**src/shared/isw_pkg.sv**
```systemverilog
// status word builder constants: data item tags, field positions, codes.
// assumes: used by the builder core; its sticky-flag helper does not reference it.
//
// What this block does
// - extended status item is 32 bits, tagged 0xe020
// - short status item is 8 bits, tagged 0xe010, equals legacy status byte
// - extended word bits 0..7 equal the short status byte
// - bit 0 set when latest host-requested self-test passed, else clear
// - bit 1 high while filter input reliable; drops on any sensor over range
// - satellite variant: fusion-valid also cleared after long receiver invalidity
// - bits 3..4: 11 running, 10 rotation sticky, 01 rejects sticky, 00 done
// - per-axis saturation flags: accel 8..10, gyro 11..13, mag 14..16
// - bit 19 is the OR of saturation flags 8..16
// - bit 21 rises when a sync input event is detected
// - bit 22 high while sync output is active
// - satellite variant fusion mode bits 23..25: 000, 001 coasting, 011 aided
// - bit 20 and bits 26..31 are reserved
package isw_pkg;
   localparam logic [15:0] ID_SHORT_STATUS = 16'he010;
   localparam logic [15:0] ID_EXTENDED_STATUS = 16'he020;
   localparam int SHORT_W = 8;
   localparam int EXT_W = 32;
   localparam int BIT_SELF_TEST = 0;
   localparam int BIT_FUSION_VALID = 1;
   localparam int BIT_SAT_FIX = 2;
   localparam int POS_STATIONARY = 3;
   localparam int POS_SATURATION = 8;
   localparam int NUM_AXES = 9;
   localparam int BIT_SAT_SUMMARY = 19;
   localparam int BIT_SYNC_IN = 21;
   localparam int BIT_SYNC_OUT = 22;
   localparam int POS_FUSION_MODE = 23;
   localparam logic [EXT_W-1:0] EXT_RESET = 32'h0000_0000;
   localparam logic [SHORT_W-1:0] SHORT_RESET = 8'h00;
   // satellite invalid period: no figure given, 10 s is a plain default
   localparam longint SAT_LOSS_MS = 10000;
   localparam longint COAST_MS = 60000;
   localparam longint CLK_MHZ = 125;
   localparam longint SAT_LOSS_CYC = SAT_LOSS_MS * 1000 * CLK_MHZ;
   localparam longint COAST_CYC = COAST_MS * 1000 * CLK_MHZ;
   typedef enum logic [1:0] {
      ISW_ST_DONE_OK = 2'h0,
      ISW_ST_REJECTS = 2'h1,
      ISW_ST_ROTATION = 2'h2,
      ISW_ST_RUNNING = 2'h3
   } isw_stat_e;
   typedef enum logic [2:0] {
      ISW_FM_NO_SAT = 3'h0,
      ISW_FM_COAST = 3'h1,
      ISW_FM_AIDED = 3'h3
   } isw_mode_e;
endpackage

```
**src/core/isw_sticky.sv**
```systemverilog
// one sticky flag: set wins over clear.
// assumes: set and clear are synchronous to clk.
`timescale 1ns/1ps
module isw_sticky (
   // clock and reset
   input wire logic clk,
   input wire logic rst_n,
   input wire logic ce,
   // control
   input wire logic set,
   input wire logic clr,
   // state
   output logic flag_q
);
   logic flag_d;
   assign flag_d = set ? 1'b1 : (clr ? 1'b0 : flag_q);
   always_ff @(posedge clk or negedge rst_n) begin
      if (!rst_n) flag_q <= 1'b0;
      else if (ce) flag_q <= flag_d;
   end
endmodule

```
**src/core/isw_builder.sv**
```systemverilog
// status byte and extended status word builder.
// assumes: condition inputs come from filter logic on clk; sync_in_pin is async.
`timescale 1ns/1ps
module isw_builder #(
   parameter bit SAT_VARIANT = 1'b1,
   parameter longint SAT_LOSS_CYCLES = isw_pkg::SAT_LOSS_CYC,
   parameter longint COAST_CYCLES = isw_pkg::COAST_CYC
) (
   // clock and reset
   input wire logic clk,
   input wire logic rst_n,
   input wire logic ce,
   // self-test
   input wire logic self_test_done,
   input wire logic self_test_pass,
   // filter and satellite
   input wire logic filter_input_ok,
   input wire logic sat_status_valid,
   input wire logic satellite_fix_flag,
   // stationary estimation
   input wire logic stationary_estimation_command,
   input wire logic stat_rotation_seen,
   input wire logic stat_sample_rejected,
   input wire logic stat_finished,
   // saturation, order accel xyz, gyro xyz, mag xyz
   input wire logic [8:0] axis_over_range,
   // sync
   input wire logic sync_in_pin,
   input wire logic sync_marker_clear,
   input wire logic sync_out_active,
   // status items
   output logic [15:0] short_item_id_q,
   output logic [7:0] short_status_q,
   output logic [15:0] ext_item_id_q,
   output logic [31:0] extended_status_q
);
   initial begin
      if (SAT_LOSS_CYCLES < 1 || COAST_CYCLES < 1) $error("isw_builder: counts must be >= 1");
   end

   // =========================================
   // sync input synchroniser and edge
   logic sync_m_q, sync_s_q, sync_p_q;
   always_ff @(posedge clk or negedge rst_n) begin
      if (!rst_n) begin
         sync_m_q <= 1'b0;
         sync_s_q <= 1'b0;
         sync_p_q <= 1'b0;
      end else if (ce) begin
         sync_m_q <= sync_in_pin;
         sync_s_q <= sync_m_q;
         sync_p_q <= sync_s_q;
      end
   end
   wire sync_event = sync_s_q & ~sync_p_q;

   // =========================================
   // self-test result, latched per completed run
   logic st_pass_q;
   always_ff @(posedge clk or negedge rst_n) begin
      if (!rst_n) st_pass_q <= 1'b0;
      else if (ce && self_test_done) st_pass_q <= self_test_pass;
   end

   // =========================================
   // satellite invalid timer and coasting timer
   logic [63:0] loss_cnt_q, coast_cnt_q;
   logic sat_lost_q, coasting_q, fix_prev_q;
   wire loss_hit = loss_cnt_q >= 64'(SAT_LOSS_CYCLES - 1);
   wire coast_hit = coast_cnt_q >= 64'(COAST_CYCLES - 1);
   always_ff @(posedge clk or negedge rst_n) begin
      if (!rst_n) begin
         loss_cnt_q <= 64'h0;
         sat_lost_q <= 1'b0;
         coast_cnt_q <= 64'h0;
         coasting_q <= 1'b0;
         fix_prev_q <= 1'b0;
      end else if (ce) begin
         fix_prev_q <= satellite_fix_flag;
         if (sat_status_valid) begin
            loss_cnt_q <= 64'h0;
            sat_lost_q <= 1'b0;
         end else if (loss_hit) sat_lost_q <= 1'b1;
         else loss_cnt_q <= loss_cnt_q + 64'h1;
         if (satellite_fix_flag) begin
            coasting_q <= 1'b0;
            coast_cnt_q <= 64'h0;
         end else if (fix_prev_q) begin
            coasting_q <= 1'b1;
            coast_cnt_q <= 64'h0;
         end else if (coasting_q) begin
            if (coast_hit) coasting_q <= 1'b0;
            else coast_cnt_q <= coast_cnt_q + 64'h1;
         end
      end
   end

   // =========================================
   // stationary estimation state
   isw_pkg::isw_stat_e stat_q, stat_d;
   always_comb begin
      stat_d = stat_q;
      case (stat_q)
         isw_pkg::ISW_ST_RUNNING: begin
            if (stat_rotation_seen) stat_d = isw_pkg::ISW_ST_ROTATION;
            else if (stat_finished) stat_d = stat_sample_rejected ?
               isw_pkg::ISW_ST_REJECTS : isw_pkg::ISW_ST_DONE_OK;
         end
         default: begin
            // 10 and 01 stay until the next command
            if (stationary_estimation_command) stat_d = isw_pkg::ISW_ST_RUNNING;
         end
      endcase
   end
   always_ff @(posedge clk or negedge rst_n) begin
      if (!rst_n) stat_q <= isw_pkg::ISW_ST_DONE_OK;
      else if (ce) stat_q <= stat_d;
   end

   // =========================================
   // sync input marker, held until acknowledged
   logic sync_mark_q;
   isw_sticky u_sync_mark (
      .clk(clk),
      .rst_n(rst_n),
      .ce(ce),
      .set(sync_event),
      .clr(sync_marker_clear),
      .flag_q(sync_mark_q)
   );

   // =========================================
   // word assembly
   wire sat_any = |axis_over_range;
   wire fusion_valid = filter_input_ok & ~sat_any & ~(SAT_VARIANT & sat_lost_q);
   wire [2:0] mode_w = !SAT_VARIANT ? 3'h0 :
      satellite_fix_flag ? 3'(isw_pkg::ISW_FM_AIDED) :
      coasting_q ? 3'(isw_pkg::ISW_FM_COAST) : 3'(isw_pkg::ISW_FM_NO_SAT);
   logic [7:0] short_d;
   logic [31:0] ext_d;
   always_comb begin
      short_d = isw_pkg::SHORT_RESET;
      short_d[isw_pkg::BIT_SELF_TEST] = st_pass_q;
      short_d[isw_pkg::BIT_FUSION_VALID] = fusion_valid;
      short_d[isw_pkg::BIT_SAT_FIX] = SAT_VARIANT & satellite_fix_flag;
      short_d[isw_pkg::POS_STATIONARY +: 2] = stat_d;
      ext_d = isw_pkg::EXT_RESET;
      ext_d[7:0] = short_d;
      ext_d[isw_pkg::POS_SATURATION +: isw_pkg::NUM_AXES] = axis_over_range;
      ext_d[isw_pkg::BIT_SAT_SUMMARY] = sat_any;
      ext_d[isw_pkg::BIT_SYNC_IN] = sync_mark_q | sync_event;
      ext_d[isw_pkg::BIT_SYNC_OUT] = sync_out_active;
      ext_d[isw_pkg::POS_FUSION_MODE +: 3] = mode_w;
   end
   always_ff @(posedge clk or negedge rst_n) begin
      if (!rst_n) begin
         short_status_q <= isw_pkg::SHORT_RESET;
         extended_status_q <= isw_pkg::EXT_RESET;
         short_item_id_q <= 16'h0;
         ext_item_id_q <= 16'h0;
      end else if (ce) begin
         short_status_q <= short_d;
         extended_status_q <= ext_d;
         short_item_id_q <= isw_pkg::ID_SHORT_STATUS;
         ext_item_id_q <= isw_pkg::ID_EXTENDED_STATUS;
      end
   end

   // =========================================
   // checks
   a_low_byte_match: assert property (@(posedge clk) disable iff (!rst_n)
      extended_status_q[7:0] == short_status_q)
      else $error("low byte differs from short status");
   a_summary_or: assert property (@(posedge clk) disable iff (!rst_n)
      extended_status_q[19] == |extended_status_q[16:8])
      else $error("summary bit not OR of axis flags");
   a_reserved_zero: assert property (@(posedge clk) disable iff (!rst_n)
      extended_status_q[20] == 1'b0 && extended_status_q[31:26] == 6'h0)
      else $error("reserved bits not zero");
   a_unknown_fields_zero: assert property (@(posedge clk) disable iff (!rst_n)
      extended_status_q[7:5] == 3'h0 && extended_status_q[18:17] == 2'h0)
      else $error("blank fields not zero");
   a_axis_copy: assert property (@(posedge clk) disable iff (!rst_n)
      ce |=> extended_status_q[16:8] == $past(axis_over_range))
      else $error("axis flags not copied");
   a_valid_drops: assert property (@(posedge clk) disable iff (!rst_n)
      ce && (|axis_over_range) |=> !short_status_q[1])
      else $error("fusion valid held during saturation");
   a_selftest_track: assert property (@(posedge clk) disable iff (!rst_n)
      ce && self_test_done ##1 ce |=> short_status_q[0] == $past(self_test_pass, 2))
      else $error("self-test bit wrong");
   a_sync_out_follow: assert property (@(posedge clk) disable iff (!rst_n)
      ce |=> extended_status_q[22] == $past(sync_out_active))
      else $error("sync out marker wrong");
   a_sync_in_rise: assert property (@(posedge clk) disable iff (!rst_n)
      ce && sync_event |=> extended_status_q[21])
      else $error("sync in marker missed");
   a_mode_legal: assert property (@(posedge clk) disable iff (!rst_n)
      extended_status_q[25:23] inside {3'h0, 3'h1, 3'h3})
      else $error("illegal fusion mode");
   a_fix_mode: assert property (@(posedge clk) disable iff (!rst_n)
      short_status_q[2] |-> extended_status_q[25:23] == 3'h3)
      else $error("fix without aided mode");
   a_stat_start: assert property (@(posedge clk) disable iff (!rst_n)
      ce && stat_q != isw_pkg::ISW_ST_RUNNING && stationary_estimation_command
      |=> short_status_q[4:3] == 2'h3)
      else $error("stationary run not shown");
   a_item_ids: assert property (@(posedge clk) disable iff (!rst_n)
      ce |=> short_item_id_q == isw_pkg::ID_SHORT_STATUS && ext_item_id_q == isw_pkg::ID_EXTENDED_STATUS)
      else $error("status item tags wrong");
   a_loss_invalid: assert property (@(posedge clk) disable iff (!rst_n)
      ce && SAT_VARIANT && sat_lost_q |=> !short_status_q[1])
      else $error("fusion valid held after receiver loss");
   a_rotation_sticky: assert property (@(posedge clk) disable iff (!rst_n)
      ce && stat_q == isw_pkg::ISW_ST_ROTATION && !stationary_estimation_command
      |=> short_status_q[4:3] == 2'h2)
      else $error("rotation status not sticky");
   a_sync_clear: assert property (@(posedge clk) disable iff (!rst_n)
      ce && sync_mark_q && sync_marker_clear && !sync_event ##1 ce && !sync_event
      |=> !extended_status_q[21])
      else $error("sync in marker not cleared");
   c_saturation: cover property (@(posedge clk) disable iff (!rst_n) extended_status_q[19]);
   c_sync_in: cover property (@(posedge clk) disable iff (!rst_n) extended_status_q[21]);
   c_rotation: cover property (@(posedge clk) disable iff (!rst_n) short_status_q[4:3] == 2'h2);
   c_coast: cover property (@(posedge clk) disable iff (!rst_n) extended_status_q[25:23] == 3'h1);
endmodule

```
**config.mk**
```make
export PLATFORM = sky130hd
export DESIGN_NAME = isw_builder
export DESIGN_NICKNAME = d
export VERILOG_FILES = /design/src/shared/isw_pkg.sv /design/src/core/isw_sticky.sv /design/src/core/isw_builder.sv
export SDC_FILE = /design/constraint.sdc
export NUM_CORES = 1
export LEC_CHECK = 0
export BUFFER_PORTS_ARGS = -buffer_cell sky130_fd_sc_hd__buf_2
export CAP_MARGIN = 10
export CELL_PAD_IN_SITES_DETAIL_PLACEMENT = 0
export CELL_PAD_IN_SITES_GLOBAL_PLACEMENT = 1
export CORE_UTILIZATION = 45
export DETAILED_ROUTE_END_ITERATION = 8
export PLACE_DENSITY = 0.89
export SYNTH_ARGS = -nofsm -noshare
export SYNTH_HDL_FRONTEND = slang
export SYNTH_SLANG_ARGS = --single-unit
export TNS_END_PERCENT = 100
```
**constraint.sdc**
```tcl
create_clock -name clk -period 2.4 [get_ports clk]
set_clock_uncertainty 0.05 [all_clocks]
set_input_delay 0.12 -clock clk [delete_from_list [all_inputs] [get_ports clk]]
set_output_delay 0.12 -clock clk [all_outputs]
set_load 0.02 [all_outputs]
```
==> results of run 1 <==
==> cells in the final DEF, fill, tap and decap left out, drive strengths merged, types with 3 or more instances in the layout <==
master	Yosys	routed
a2111oi	6	6
a21oi	22	22
a22o	7	7
a31oi	6	6
a41o	6	6
a41oi	3	3
and2	69	69
and3	11	11
and4	8	8
buf	71	98
bufinv	0	5
clkbuf	23	17
conb	1	40
dfrtp	154	154
dlygate4sd3	0	20
inv	10	17
mux2	17	17
mux2i	3	3
nand2	63	63
nand2b	3	3
nand3	42	42
nand4	19	19
nand4b	5	5
nor2	41	41
nor2b	3	3
nor3	9	9
nor4	28	28
o211ai	23	23
o21a	3	3
o21ai	28	28
o31ai	5	5
or3	13	13
or4	21	21
==> sequential cells by signal, summed over array words and instances (netlist names) <==
signal and cells:
coast_cnt_q 64, loss_cnt_q 64, extended_status_q 14, short_status_q 3
coasting_q 1, ext_item_id_q 1, sat_lost_q 1, st_pass_q 1
stat_q 1, sync_m_q 1, sync_p_q 1, sync_s_q 1
u_sync_mark.flag_q 1
==> metrics by stage <==
step	cells	hold WS (ps)	total power, mW
2_1_floorplan	793	-226	3.17
6_report	1069	27.1	6.30
3_3_place_gp	1014	91.9	3.30
3_5_place_dp	1014	89.9	3.31
5_1_grt	1069	92.0	6.54
4_1_cts	1067	7.62	6.35
==> metal layers <==
| metal | wire length (µm) | share of wire |
|---|---|---|
| met5 | 0 | 0 |
| met4 | 242 | 0.015 |
| met3 | 714 | 0.044 |
| met2 | 7580 | 0.47 |
| met1 | 7690 | 0.47 |
==> cell families (layout without fill, tap and decap cells) <==
kind of cell,count (synthesis),in the layout,synth area share
mux,20,20,0.0290
other cells,1,40,0.000492
flops,154,154,0.505
fa+ha+maj,2,2,0.00328
buf+inv,104,160,0.0822
simple gates,341,341,0.253
compound gates,131,131,0.126
xor+xnor,1,1,0.00115
==> power breakdown <==
group	total [mW]	internal, mW	switching [mW]	leakage [nW]
logic	0.576	0.197	0.380	1.76
registers	2.73	2.67	0.0571	2.09
clock network	3.00	1.87	1.13	0.323
total	6.30	4.74	1.56	4.17
==> how the worst max path moves through the flow <==
stage,startpoint,endpoint
global route,coast_cnt_q[53]$_DFFE_PN0P_,coast_cnt_q[13]$_DFFE_PN0P_
floorplan,coast_cnt_q[22]$_DFFE_PN0P_,coast_cnt_q[30]$_DFFE_PN0P_
detailed placement,coast_cnt_q[57]$_DFFE_PN0P_,coast_cnt_q[13]$_DFFE_PN0P_
global placement,coast_cnt_q[57]$_DFFE_PN0P_,coast_cnt_q[13]$_DFFE_PN0P_
finish,coast_cnt_q[53]$_DFFE_PN0P_,coast_cnt_q[13]$_DFFE_PN0P_
CTS,coast_cnt_q[58]$_DFFE_PN0P_,coast_cnt_q[7]$_DFFE_PN0P_
==> worst register-to-register path, stage by stage, from the launching register on <==
cell,delay (ps)
dfrtp_1,390
nor4_2,300
and4_1,280
nand4_1,90
buf_4,200
a2111oi_1,460
buf_4,200
o21ai_0,70
a22o_1,190
==> final cells by class <==
cell class | instances | area [µm²]
clock inverter | 15 | 234
inverter | 10 | 37.5
clock buffer | 17 | 425
tap | 220 | 275
multi-input combinational | 535 | 3380
timing repair buffer | 118 | 846
sequential | 154 | 3850
fill | 1459 | 7530
==> what timing repair did <==
| action | 4_1_cts | 5_1_grt |
|---|---|---|
| hold buffers | 20 | 0 |
| pin swaps | 0 | 6 |
| setup endpoints to repair | 3 | 46 |
| gates resized for setup | 3 | 16 |
| buffers inserted | 1 | 2 |
| hold endpoints to repair | 80 | 0 |
==> results.py, run 1 <==
metrics = {
    "run_status": {
        "outcome": "complete, no violations",
    },
    "sta": {
        "setup_ws_ps": 59.7,
        "period_share": 0.975,
        "tightest_slew_ps": 628,
        "tns_ps": 0,
        "fin_crit_ps": 2340,
        "fmax_mhz": 427,
        "hold_violations": 0,
        "slew_viol_final": 0,
        "relSlewSlack": 0.581,
        "final-setup-viol-count": 0,
        "rsz0062_at_grt": "true",
    },
    "worst_setup_path": {
        "critical_path_class": "register to register",
        "cp.depth": 8,
        "setup.worst_path.start_class": "register",
        "worst_ep_arrival_time_ps": 2600,
        "reg2reg_slack_ps": 60,
        "path_buf_inv": 2,
        "reg2reg_to": "coast_cnt_q[13]$_DFFE_PN0P_",
        "worstPathMaxFanout": 7,
        "cp_cell_sequence": "nor4_2 > and4_1 > nand4_1 > buf_4 > a2111oi_1 > buf_4 > o21ai_0 > a22o_1",
        "reg2reg_from": "coast_cnt_q[53]$_DFFE_PN0P_",
        "r2r_cells": 8,
        "critPathSlowestCell": "a2111oi_1",
        "crit_family": "compound AO/OA/AOI/OAI gates",
        "max_stage_delay_ps": 460,
        "cp_common_cell": "buf_4",
        "endpoint_kind": "register",
        "crit_required_ps": 2660,
    },
    "detailed_routing": {
        "drtIter0Drc": 341,
        "viasPerCell": 5.44,
        "wire_per_inst_um": 15.2,
        "routed_wl_um": 16200,
        "drt_pass1_iterations": 5,
        "remaining_drc_errors": 0,
        "vias": 5813,
        "ant_nets": 0,
    },
    "floorplanning": {
        "die_w_um": 132,
        "initial_core_util": 0.460,
        "die_y_um": 132,
        "num_rows": 47,
        "coreArea_um2": 16600,
        "io_pins": 96,
        "dieArea_um2": 17500,
    },
    "clock_network": {
        "h-tree-depth": 4,
        "cts_sinks": 154,
        "cts_tree": "built",
        "clock_latency_ps": 430,
        "cts_buffers": 17,
        "clk_path_buf_depth": 2,
        "cts_root_buf": "clkbuf_16",
        "cts.clk_slew.worst_paths_ps": 60,
    },
    "logic_synthesis": {
        "yosys.area.top_type": "dfrtp_1",
        "synth.area.top_cells": "dfrtp_1 (51%), buf_4 (5.8%), and2_1 (5.7%)",
        "synthArstFlopShare": 1.00,
        "ys_seq_area_frac": 0.505,
        "synthTopCellsByCount": "dfrtp_1 (154), and2_1 (69), nand2_1 (63), buf_4 (59), nand3_1 (42)",
        "ys_warn_count": 0,
        "ys_ff_latch": 154,
        "synthFlopType": "dfrtp_1",
        "yosys.cell_types.count": 69,
        "synth-edff-count": 0,
        "synth_most_common_cell": "dfrtp_1",
        "netlist_area_um2": 7630,
        "postSynthAreaPerCell_um2": 10.1,
        "synth.top_cell.area_share": 0.505,
        "netlist_instances": 754,
    },
    "cells_and_area": {
        "design_area_um2": 9060,
        "fin_util": 0.546,
        "n_antenna_cell": 0,
        "area_growth_pct": 18.7,
        "fin_nets": 862,
        "layout-drive-gt1-share": 0.210,
    },
    "hold_path": {
        "hold_path.startpoint": "stat_rotation_seen",
        "min_path_cells": 4,
        "min_path_type": "primary input to register",
        "holdPathEnd": "stat_q[0]$_DFFE_PN0P_",
    },
    "global_routing": {
        "grt_first_pass_wirelength_um": 27100,
        "use_met2": 0.305,
        "grt_max_degree": 64,
        "grt-ovfl-total": 0,
        "met1_usage": 0.261,
        "grt_pass1_vias": 5496,
        "busiest_layer": "met2",
        "antenna_found_initial": 0,
        "use_met3": 0.0400,
        "grt_use_total": 0.193,
    },
    "placed_design": {
        "hpwl_um": 10200,
        "placed_area_um2": 8080,
        "gp_routability_congestion": 0.780,
        "post-place-ws_ps": -6.93,
        "numPortBuffers": 55,
    },
    "power": {
        "peakVddDrop_v": 0.000524,
        "power_density_nw_per_um2": 696,
        "p_leak_nw": 4.17,
    },
    "flow_run": {
        "max_cap_violations": 0,
    },
}
Power figures use the tool's default switching activity.
==> run 2: changes to the inputs <==
Settings changed: CORE_UTILIZATION 45 to 25, PLACE_DENSITY 0.89 to 0.59.
==> results.py, run 2 (synthesis results as in run 1) <==
metrics = {
    "floorplanning": {
        "die_w_um": 177,
        "coreArea_um2": 29800,
        "dieArea_um2": 31200,
        "num_rows": 63,
        "initial_core_util": 0.256,
        "io_pins": 96,
        "die_y_um": 177,
    },
    "cells_and_area": {
        "layout-drive-gt1-share": 0.249,
        "final_cell_mix": "dfrtp_1 (154), and2_1 (69), nand2_1 (63)",
        "mostFrequentLayoutCell": "dfrtp_1",
        "fin_nets": 887,
        "design_area_um2": 9530,
        "fin_util": 0.320,
        "nFillCells": 3097,
        "area_growth_pct": 24.9,
        "reg_top3": "coast_cnt_q x64, loss_cnt_q x64, extended_status_q x14",
        "n_antenna_cell": 0,
        "finalNonFillerCells": 1264,
    },
    "detailed_routing": {
        "remaining_drc_errors": 0,
        "vias": 5897,
        "ant_nets": 0,
        "drt_pass1_iterations": 4,
        "routed_wl_um": 18000,
        "wire_per_inst_um": 14.2,
        "viasPerCell": 4.67,
        "drtIter0Drc": 354,
    },
    "worst_setup_path": {
        "reg2reg_from": "coast_cnt_q[58]$_DFFE_PN0P_",
        "cp-startpoint": "coast_cnt_q[58]$_DFFE_PN0P_",
        "worstPathMaxFanout": 8,
        "endpoint_kind": "register",
        "reg2reg_to": "coast_cnt_q[22]$_DFFE_PN0P_",
        "reg2reg_slack_ps": 60,
        "critical_path_class": "register to register",
        "crit_required_ps": 2710,
        "worst_ep_arrival_time_ps": 2650,
        "setup.worst_path.start_class": "register",
        "r2r_cells": 7,
    },
    "flow_run": {
        "max_cap_violations": 0,
    },
    "hold_path": {
        "min_path_cells": 4,
        "hold_path.startpoint": "stat_rotation_seen",
        "min_path_type": "primary input to register",
        "holdPathEnd": "stat_q[0]$_DFFE_PN0P_",
    },
    "global_routing": {
        "grt_pass1_vias": 5721,
        "grt_first_pass_wirelength_um": 29800,
        "busiest_layer": "met2",
        "met1_usage": 0.167,
        "use_met3": 0.0210,
        "grt_max_degree": 68,
        "use_met2": 0.188,
        "antenna_found_initial": 0,
        "grt_use_total": 0.120,
        "grt-ovfl-total": 0,
    },
    "sta": {
        "holdWs_ps": 40.8,
        "rsz0062_at_grt": "true",
        "fin_crit_ps": 2340,
        "period_share": 0.976,
        "final-setup-viol-count": 0,
        "relSlewSlack": 0.545,
        "hold_violations": 0,
        "setup_ws_ps": 57.9,
        "slew_viol_final": 0,
        "tightest_slew_ps": 683,
        "fmax_mhz": 427,
    },
    "clock_network": {
        "cts_tree": "built",
        "clk_path_buf_depth": 2,
        "h-tree-depth": 4,
        "clock_latency_ps": 420,
        "cts_root_buf": "clkbuf_16",
        "cts_buffers": 17,
        "cts_sinks": 154,
        "cts.clk_slew.worst_paths_ps": 70,
    },
    "power": {
        "p_switching_mw": 1.66,
        "seqPwrFrac": 0.454,
        "power_density_nw_per_um2": 630,
        "clockPowerShare": 0.447,
        "power.internal_mw": 4.34,
        "p_comb_frac": 0.099,
        "p_leak_nw": 4.29,
        "peakVddDrop_v": 0.000457,
        "switching_share": 0.276,
    },
    "run_status": {
        "outcome": "complete, no violations",
    },
    "placed_design": {
        "placed_area_um2": 8430,
        "gp_routability_congestion": 0.718,
        "dp.cells": 1201,
        "hpwl_um": 11500,
        "numPortBuffers": 55,
        "post-place-ws_ps": -85.9,
    },
}
==> run 2: cell type report <==
class	instances	area, µm²	share of cell area
Clock buffer	18	429	0.0450
Clock inverter	14	151	0.0159
Inverter	10	37.5	0.00394
Multi-Input combinational cell	535	3470	0.364
Sequential cell	154	3850	0.404
Tap cell	390	488	0.0512
Timing Repair Buffer	143	1100	0.115
==> run 2: worst max-delay path by stage <==
stage | to | slack (ps) | cells after the start
5_1_grt | coast_cnt_q[22]$_DFFE_PN0P_ | -120 | 7
3_3_place_gp | coast_cnt_q[11]$_DFFE_PN0P_ | -70 | 6
2_1_floorplan | coast_cnt_q[30]$_DFFE_PN0P_ | 270 | 7
4_1_cts | coast_cnt_q[11]$_DFFE_PN0P_ | -90 | 6
6_report | coast_cnt_q[22]$_DFFE_PN0P_ | 60 | 7
3_5_place_dp | coast_cnt_q[9]$_DFFE_PN0P_ | -90 | 7
==> run 2: what timing repair did <==
action | CTS | global route
cloned | 0 | 2
hold endpoints to repair | 82 | 0
setup buffers | 0 | 9
pin swaps | 0 | 28
hold buffers | 20 | 0
gates resized for setup | 1 | 43
endpoints found under the setup margin | 8 | 64
==> run 2: worst max-delay path, stage by stage, from the launching register on <==
cell and delay (ps):
dfrtp_1 390, nor4_2 310, and4_1 280, and4_4 300, nand4_2 160, buf_6 200, or4_1 490, nand3_1 90
==> run 2: through the flow <==
stage          setup TNS (ps)  total power, mW
2_1_floorplan               0             3.17
3_3_place_gp             -128             3.33
3_5_place_dp             -294             3.33
4_1_cts                  -198             6.08
5_1_grt                  -932             6.27
6_report                    0             6.00
==> run 2: routing by layer <==
metal  part of all wire  wire (µm)  up-vias
li1                   -          -     2873
met1               0.51       9070     2870
met2               0.45       8110      140
met3              0.032        577       14
met4              0.011        190        0
met5                  0          0        -
==> run 2: power by group through the flow <==
| stage | clock network, mW | registers [mW] | logic [mW] |
|---|---|---|---|
| 2_1_floorplan | 0 | 2.82 | 0.353 |
| 3_5_place_dp | 0 | 2.77 | 0.557 |
| 4_1_cts | 2.76 | 2.73 | 0.595 |
| 6_report | 2.68 | 2.73 | 0.593 |
| 5_1_grt | 2.88 | 2.74 | 0.658 |
| 3_3_place_gp | 0 | 2.77 | 0.557 |
==> run 3: changes to the inputs <==
Settings changed: ABC_AREA from default to 1, PLACE_DENSITY 0.59 to 0.61.
==> results.py, run 3 <==
metrics = {
    "run_status": {
        "outcome": "complete, no violations",
    },
    "placed_design": {
        "hpwl_um": 14800,
        "gp_routability_congestion": 0.857,
        "numPortBuffers": 55,
    },
    "cells_and_area": {
        "n_antenna_cell": 0,
        "mostFrequentLayoutCell": "nand2_1",
        "layout-drive-gt1-share": 0.123,
        "area_growth_pct": 16.0,
        "reg_top3": "coast_cnt_q x64, loss_cnt_q x64, extended_status_q x14",
        "fin_nets": 1206,
        "final_cell_mix": "nand2_1 (303), nor2_1 (170), dfrtp_1 (154)",
    },
    "power": {
        "p_leak_nw": 4.52,
        "power_mw": 6.05,
        "power.internal_mw": 4.44,
        "p_comb_frac": 0.106,
        "power_density_nw_per_um2": 611,
        "clockPowerShare": 0.445,
        "p_switching_mw": 1.62,
        "switching_share": 0.267,
        "seqPwrFrac": 0.449,
        "peakVddDrop_v": 0.000498,
    },
    "clock_network": {
        "cts.clk_slew.worst_paths_ps": 60,
        "clk_path_buf_depth": 2,
        "cts_sinks": 154,
        "cts_tree": "built",
        "clock_latency_ps": 430,
        "cts_root_buf": "clkbuf_16",
        "cts_buffers": 17,
        "h-tree-depth": 4,
    },
    "floorplanning": {
        "initial_core_util": 0.255,
        "coreArea_um2": 33500,
        "io_pins": 96,
        "dieArea_um2": 34900,
        "num_rows": 67,
        "die_y_um": 187,
        "die_w_um": 187,
    },
    "worst_setup_path": {
        "cp-startpoint": "coast_cnt_q[0]$_DFFE_PN0P_",
        "max_stage_delay_ps": 400,
        "cp_common_cell": "nand2_1",
        "endpoint_kind": "register",
        "crit_required_ps": 2720,
        "worst_ep_arrival_time_ps": 2520,
        "reg2reg_from": "coast_cnt_q[0]$_DFFE_PN0P_",
        "cp_cell_sequence": "ha_1 > nand3_1 > inv_2 > nand2_2 > inv_2 > nand2_1 > nand2_1 > nand2_1 > nand2_1 > nand2_1 > nand2_2 > nand2_2 > buf_12 > nand3_1 > nand2_1",
        "worstPathMaxFanout": 40,
        "reg2reg_slack_ps": 190,
        "setup.worst_path.start_class": "register",
        "critical_path_class": "register to register",
        "r2r_cells": 15,
        "reg2reg_to": "coast_cnt_q[5]$_DFFE_PN0P_",
        "critPathSlowestCell": "dfrtp_1",
    },
    "global_routing": {
        "grt-ovfl-total": 0,
        "grt_use_total": 0.126,
        "grt_pass1_vias": 6746,
        "grt_first_pass_wirelength_um": 35600,
        "antenna_found_initial": 0,
        "grt_max_degree": 55,
    },
    "detailed_routing": {
        "routed_wl_um": 20800,
        "viasPerCell": 4.17,
        "ant_nets": 0,
        "remaining_drc_errors": 0,
        "drtIter0Drc": 366,
        "wire_per_inst_um": 12.7,
        "drt_pass1_iterations": 4,
        "vias": 6844,
    },
    "logic_synthesis": {
        "synthAdderAreaFrac": 0.00293,
        "synth-edff-count": 0,
        "synthFlopType": "dfrtp_1",
        "netlist_instances": 1122,
        "synthArstFlopShare": 1.00,
        "synth_most_common_cell": "nand2_1",
        "yosys.area.top_type": "dfrtp_1",
        "yosys.cell_types.count": 37,
        "ys_seq_area_frac": 0.451,
        "synth-xor-area-share": 0.0533,
        "synthTopCellsByCount": "nand2_1 (303), nor2_1 (171), dfrtp_1 (154), inv_1 (104), nand3_1 (90)",
        "ys_ff_latch": 154,
        "netlist_area_um2": 8540,
        "yosys-mux-area-fraction": 0,
        "postSynthAreaPerCell_um2": 7.61,
        "synth.area.top_cells": "dfrtp_1 (45%), nand2_1 (13%), nor2_1 (7.5%)",
        "synth_top_family_by_area": "simple AND/OR/NAND/NOR gates",
        "synth.top_cell.area_share": 0.451,
        "synth_compound_area_frac": 0.0459,
        "ys_warn_count": 0,
        "synthSimpleGateAreaFrac": 0.321,
    },
    "sta": {
        "tightest_slew_ps": 658,
        "fmax_mhz": 453,
        "rsz0062_at_grt": "false",
        "relSlewSlack": 0.558,
        "final-setup-viol-count": 0,
        "tns_ps": 0,
        "hold_violations": 0,
        "fin_crit_ps": 2210,
        "slew_viol_final": 0,
        "period_share": 0.920,
    },
    "hold_path": {
        "min_path_cells": 5,
        "hold_path.startpoint": "stat_rotation_seen",
        "min_path_type": "primary input to register",
        "holdPathEnd": "extended_status_q[4]$_DFFE_PN0P_",
    },
    "flow_run": {
        "max_cap_violations": 0,
    },
}
run 3: cell count changes after synthesis, moves of 15 or more:
cell and change:
a21oi_2 +19, and2_1 -69, inv_1 +95, mux2_2 -17
nand2_1 +240, nand3_1 +48, nor2_1 +130, nor3_1 +29
nor4_1 -24, o211ai_1 -21, o21ai_0 -15, or4_1 -21
xnor2_1 +17, xor2_1 +34
run 3: worst max path at each step:
| stage | to | slack, ps | cells past startpoint |
|---|---|---|---|
| after floorplan | coast_cnt_q[34]$_DFFE_PN0P_ | 540 | 15 |
| after global placement | loss_cnt_q[23]$_DFFE_PN0P_ | 180 | 13 |
| after detailed placement | loss_cnt_q[23]$_DFFE_PN0P_ | 170 | 13 |
| after CTS | loss_cnt_q[23]$_DFFE_PN0P_ | 150 | 13 |
| after global routing | coast_cnt_q[10]$_DFFE_PN0P_ | 0.6 | 12 |
| final | coast_cnt_q[5]$_DFFE_PN0P_ | 190 | 15 |
run 3: kinds of logic after synthesis:
group | after synthesis
buf+inv | 207
xor+xnor | 52
simple gates | 650
compound gates | 56
fa+ha+maj | 2
other cells | 1
flops | 154
run 3: area by class of cell:
class | instances | area [µm²]
Inverter | 109 | 409
Tap cell | 448 | 561
Fill cell | 3719 | 23600
Clock inverter | 10 | 119
Multi-Input combinational cell | 800 | 3770
Clock buffer | 21 | 460
Timing Repair Buffer | 98 | 732
Sequential cell | 154 | 3850
run 3: through the flow:
| stage | cell area (µm²) | utilization | std cells | setup WS (ps) | hold slack (ps) |
|---|---|---|---|---|---|
| 6_report | 9900 | 0.295 | 1640 | 192 | 33.7 |
| 4_1_cts | 9900 | 0.295 | 1640 | 152 | 20.0 |
| 2_1_floorplan | 8680 | - | 1161 | 543 | -226 |
| 5_1_grt | 9900 | 0.295 | 1640 | 0.629 | 86.7 |
| 3_5_place_dp | 9120 | 0.272 | 1589 | 166 | 63.8 |
| 3_3_place_gp | 9120 | 0.272 | 1589 | 184 | 61.4 |
run 3: routing by layer:
metal	wire (µm)	vias to the layer above	GRT usage
met5	0	-	0
met1	10600	3233	0.175
li1	-	3521	-
met3	500	16	0.0269
met2	9520	74	0.198
met4	255	0	0.0331
run 3: timing repair:
action	in CTS	in global routing
gates resized for setup	0	1
setup buffers	0	0
setup endpoints to repair	0	12
hold buffers	20	0
endpoints found under the hold margin	67	0
run 3: critical path, delay by kind of cell (launching register included):
family	cells	cell delay (ps)
adders and majority gates	1	230
and+or+nand+nor	11	1060
buffers and inverters	3	390
DFF	1	400
run 3: power by group through the flow:
stage	sequential, mW	combinational [mW]	clock, mW
6_report	2.72	0.642	2.69
5_1_grt	2.72	0.711	2.90
4_1_cts	2.72	0.655	2.78
3_5_place_dp	2.76	0.614	0
3_3_place_gp	2.76	0.612	0
2_1_floorplan	2.80	0.415	0
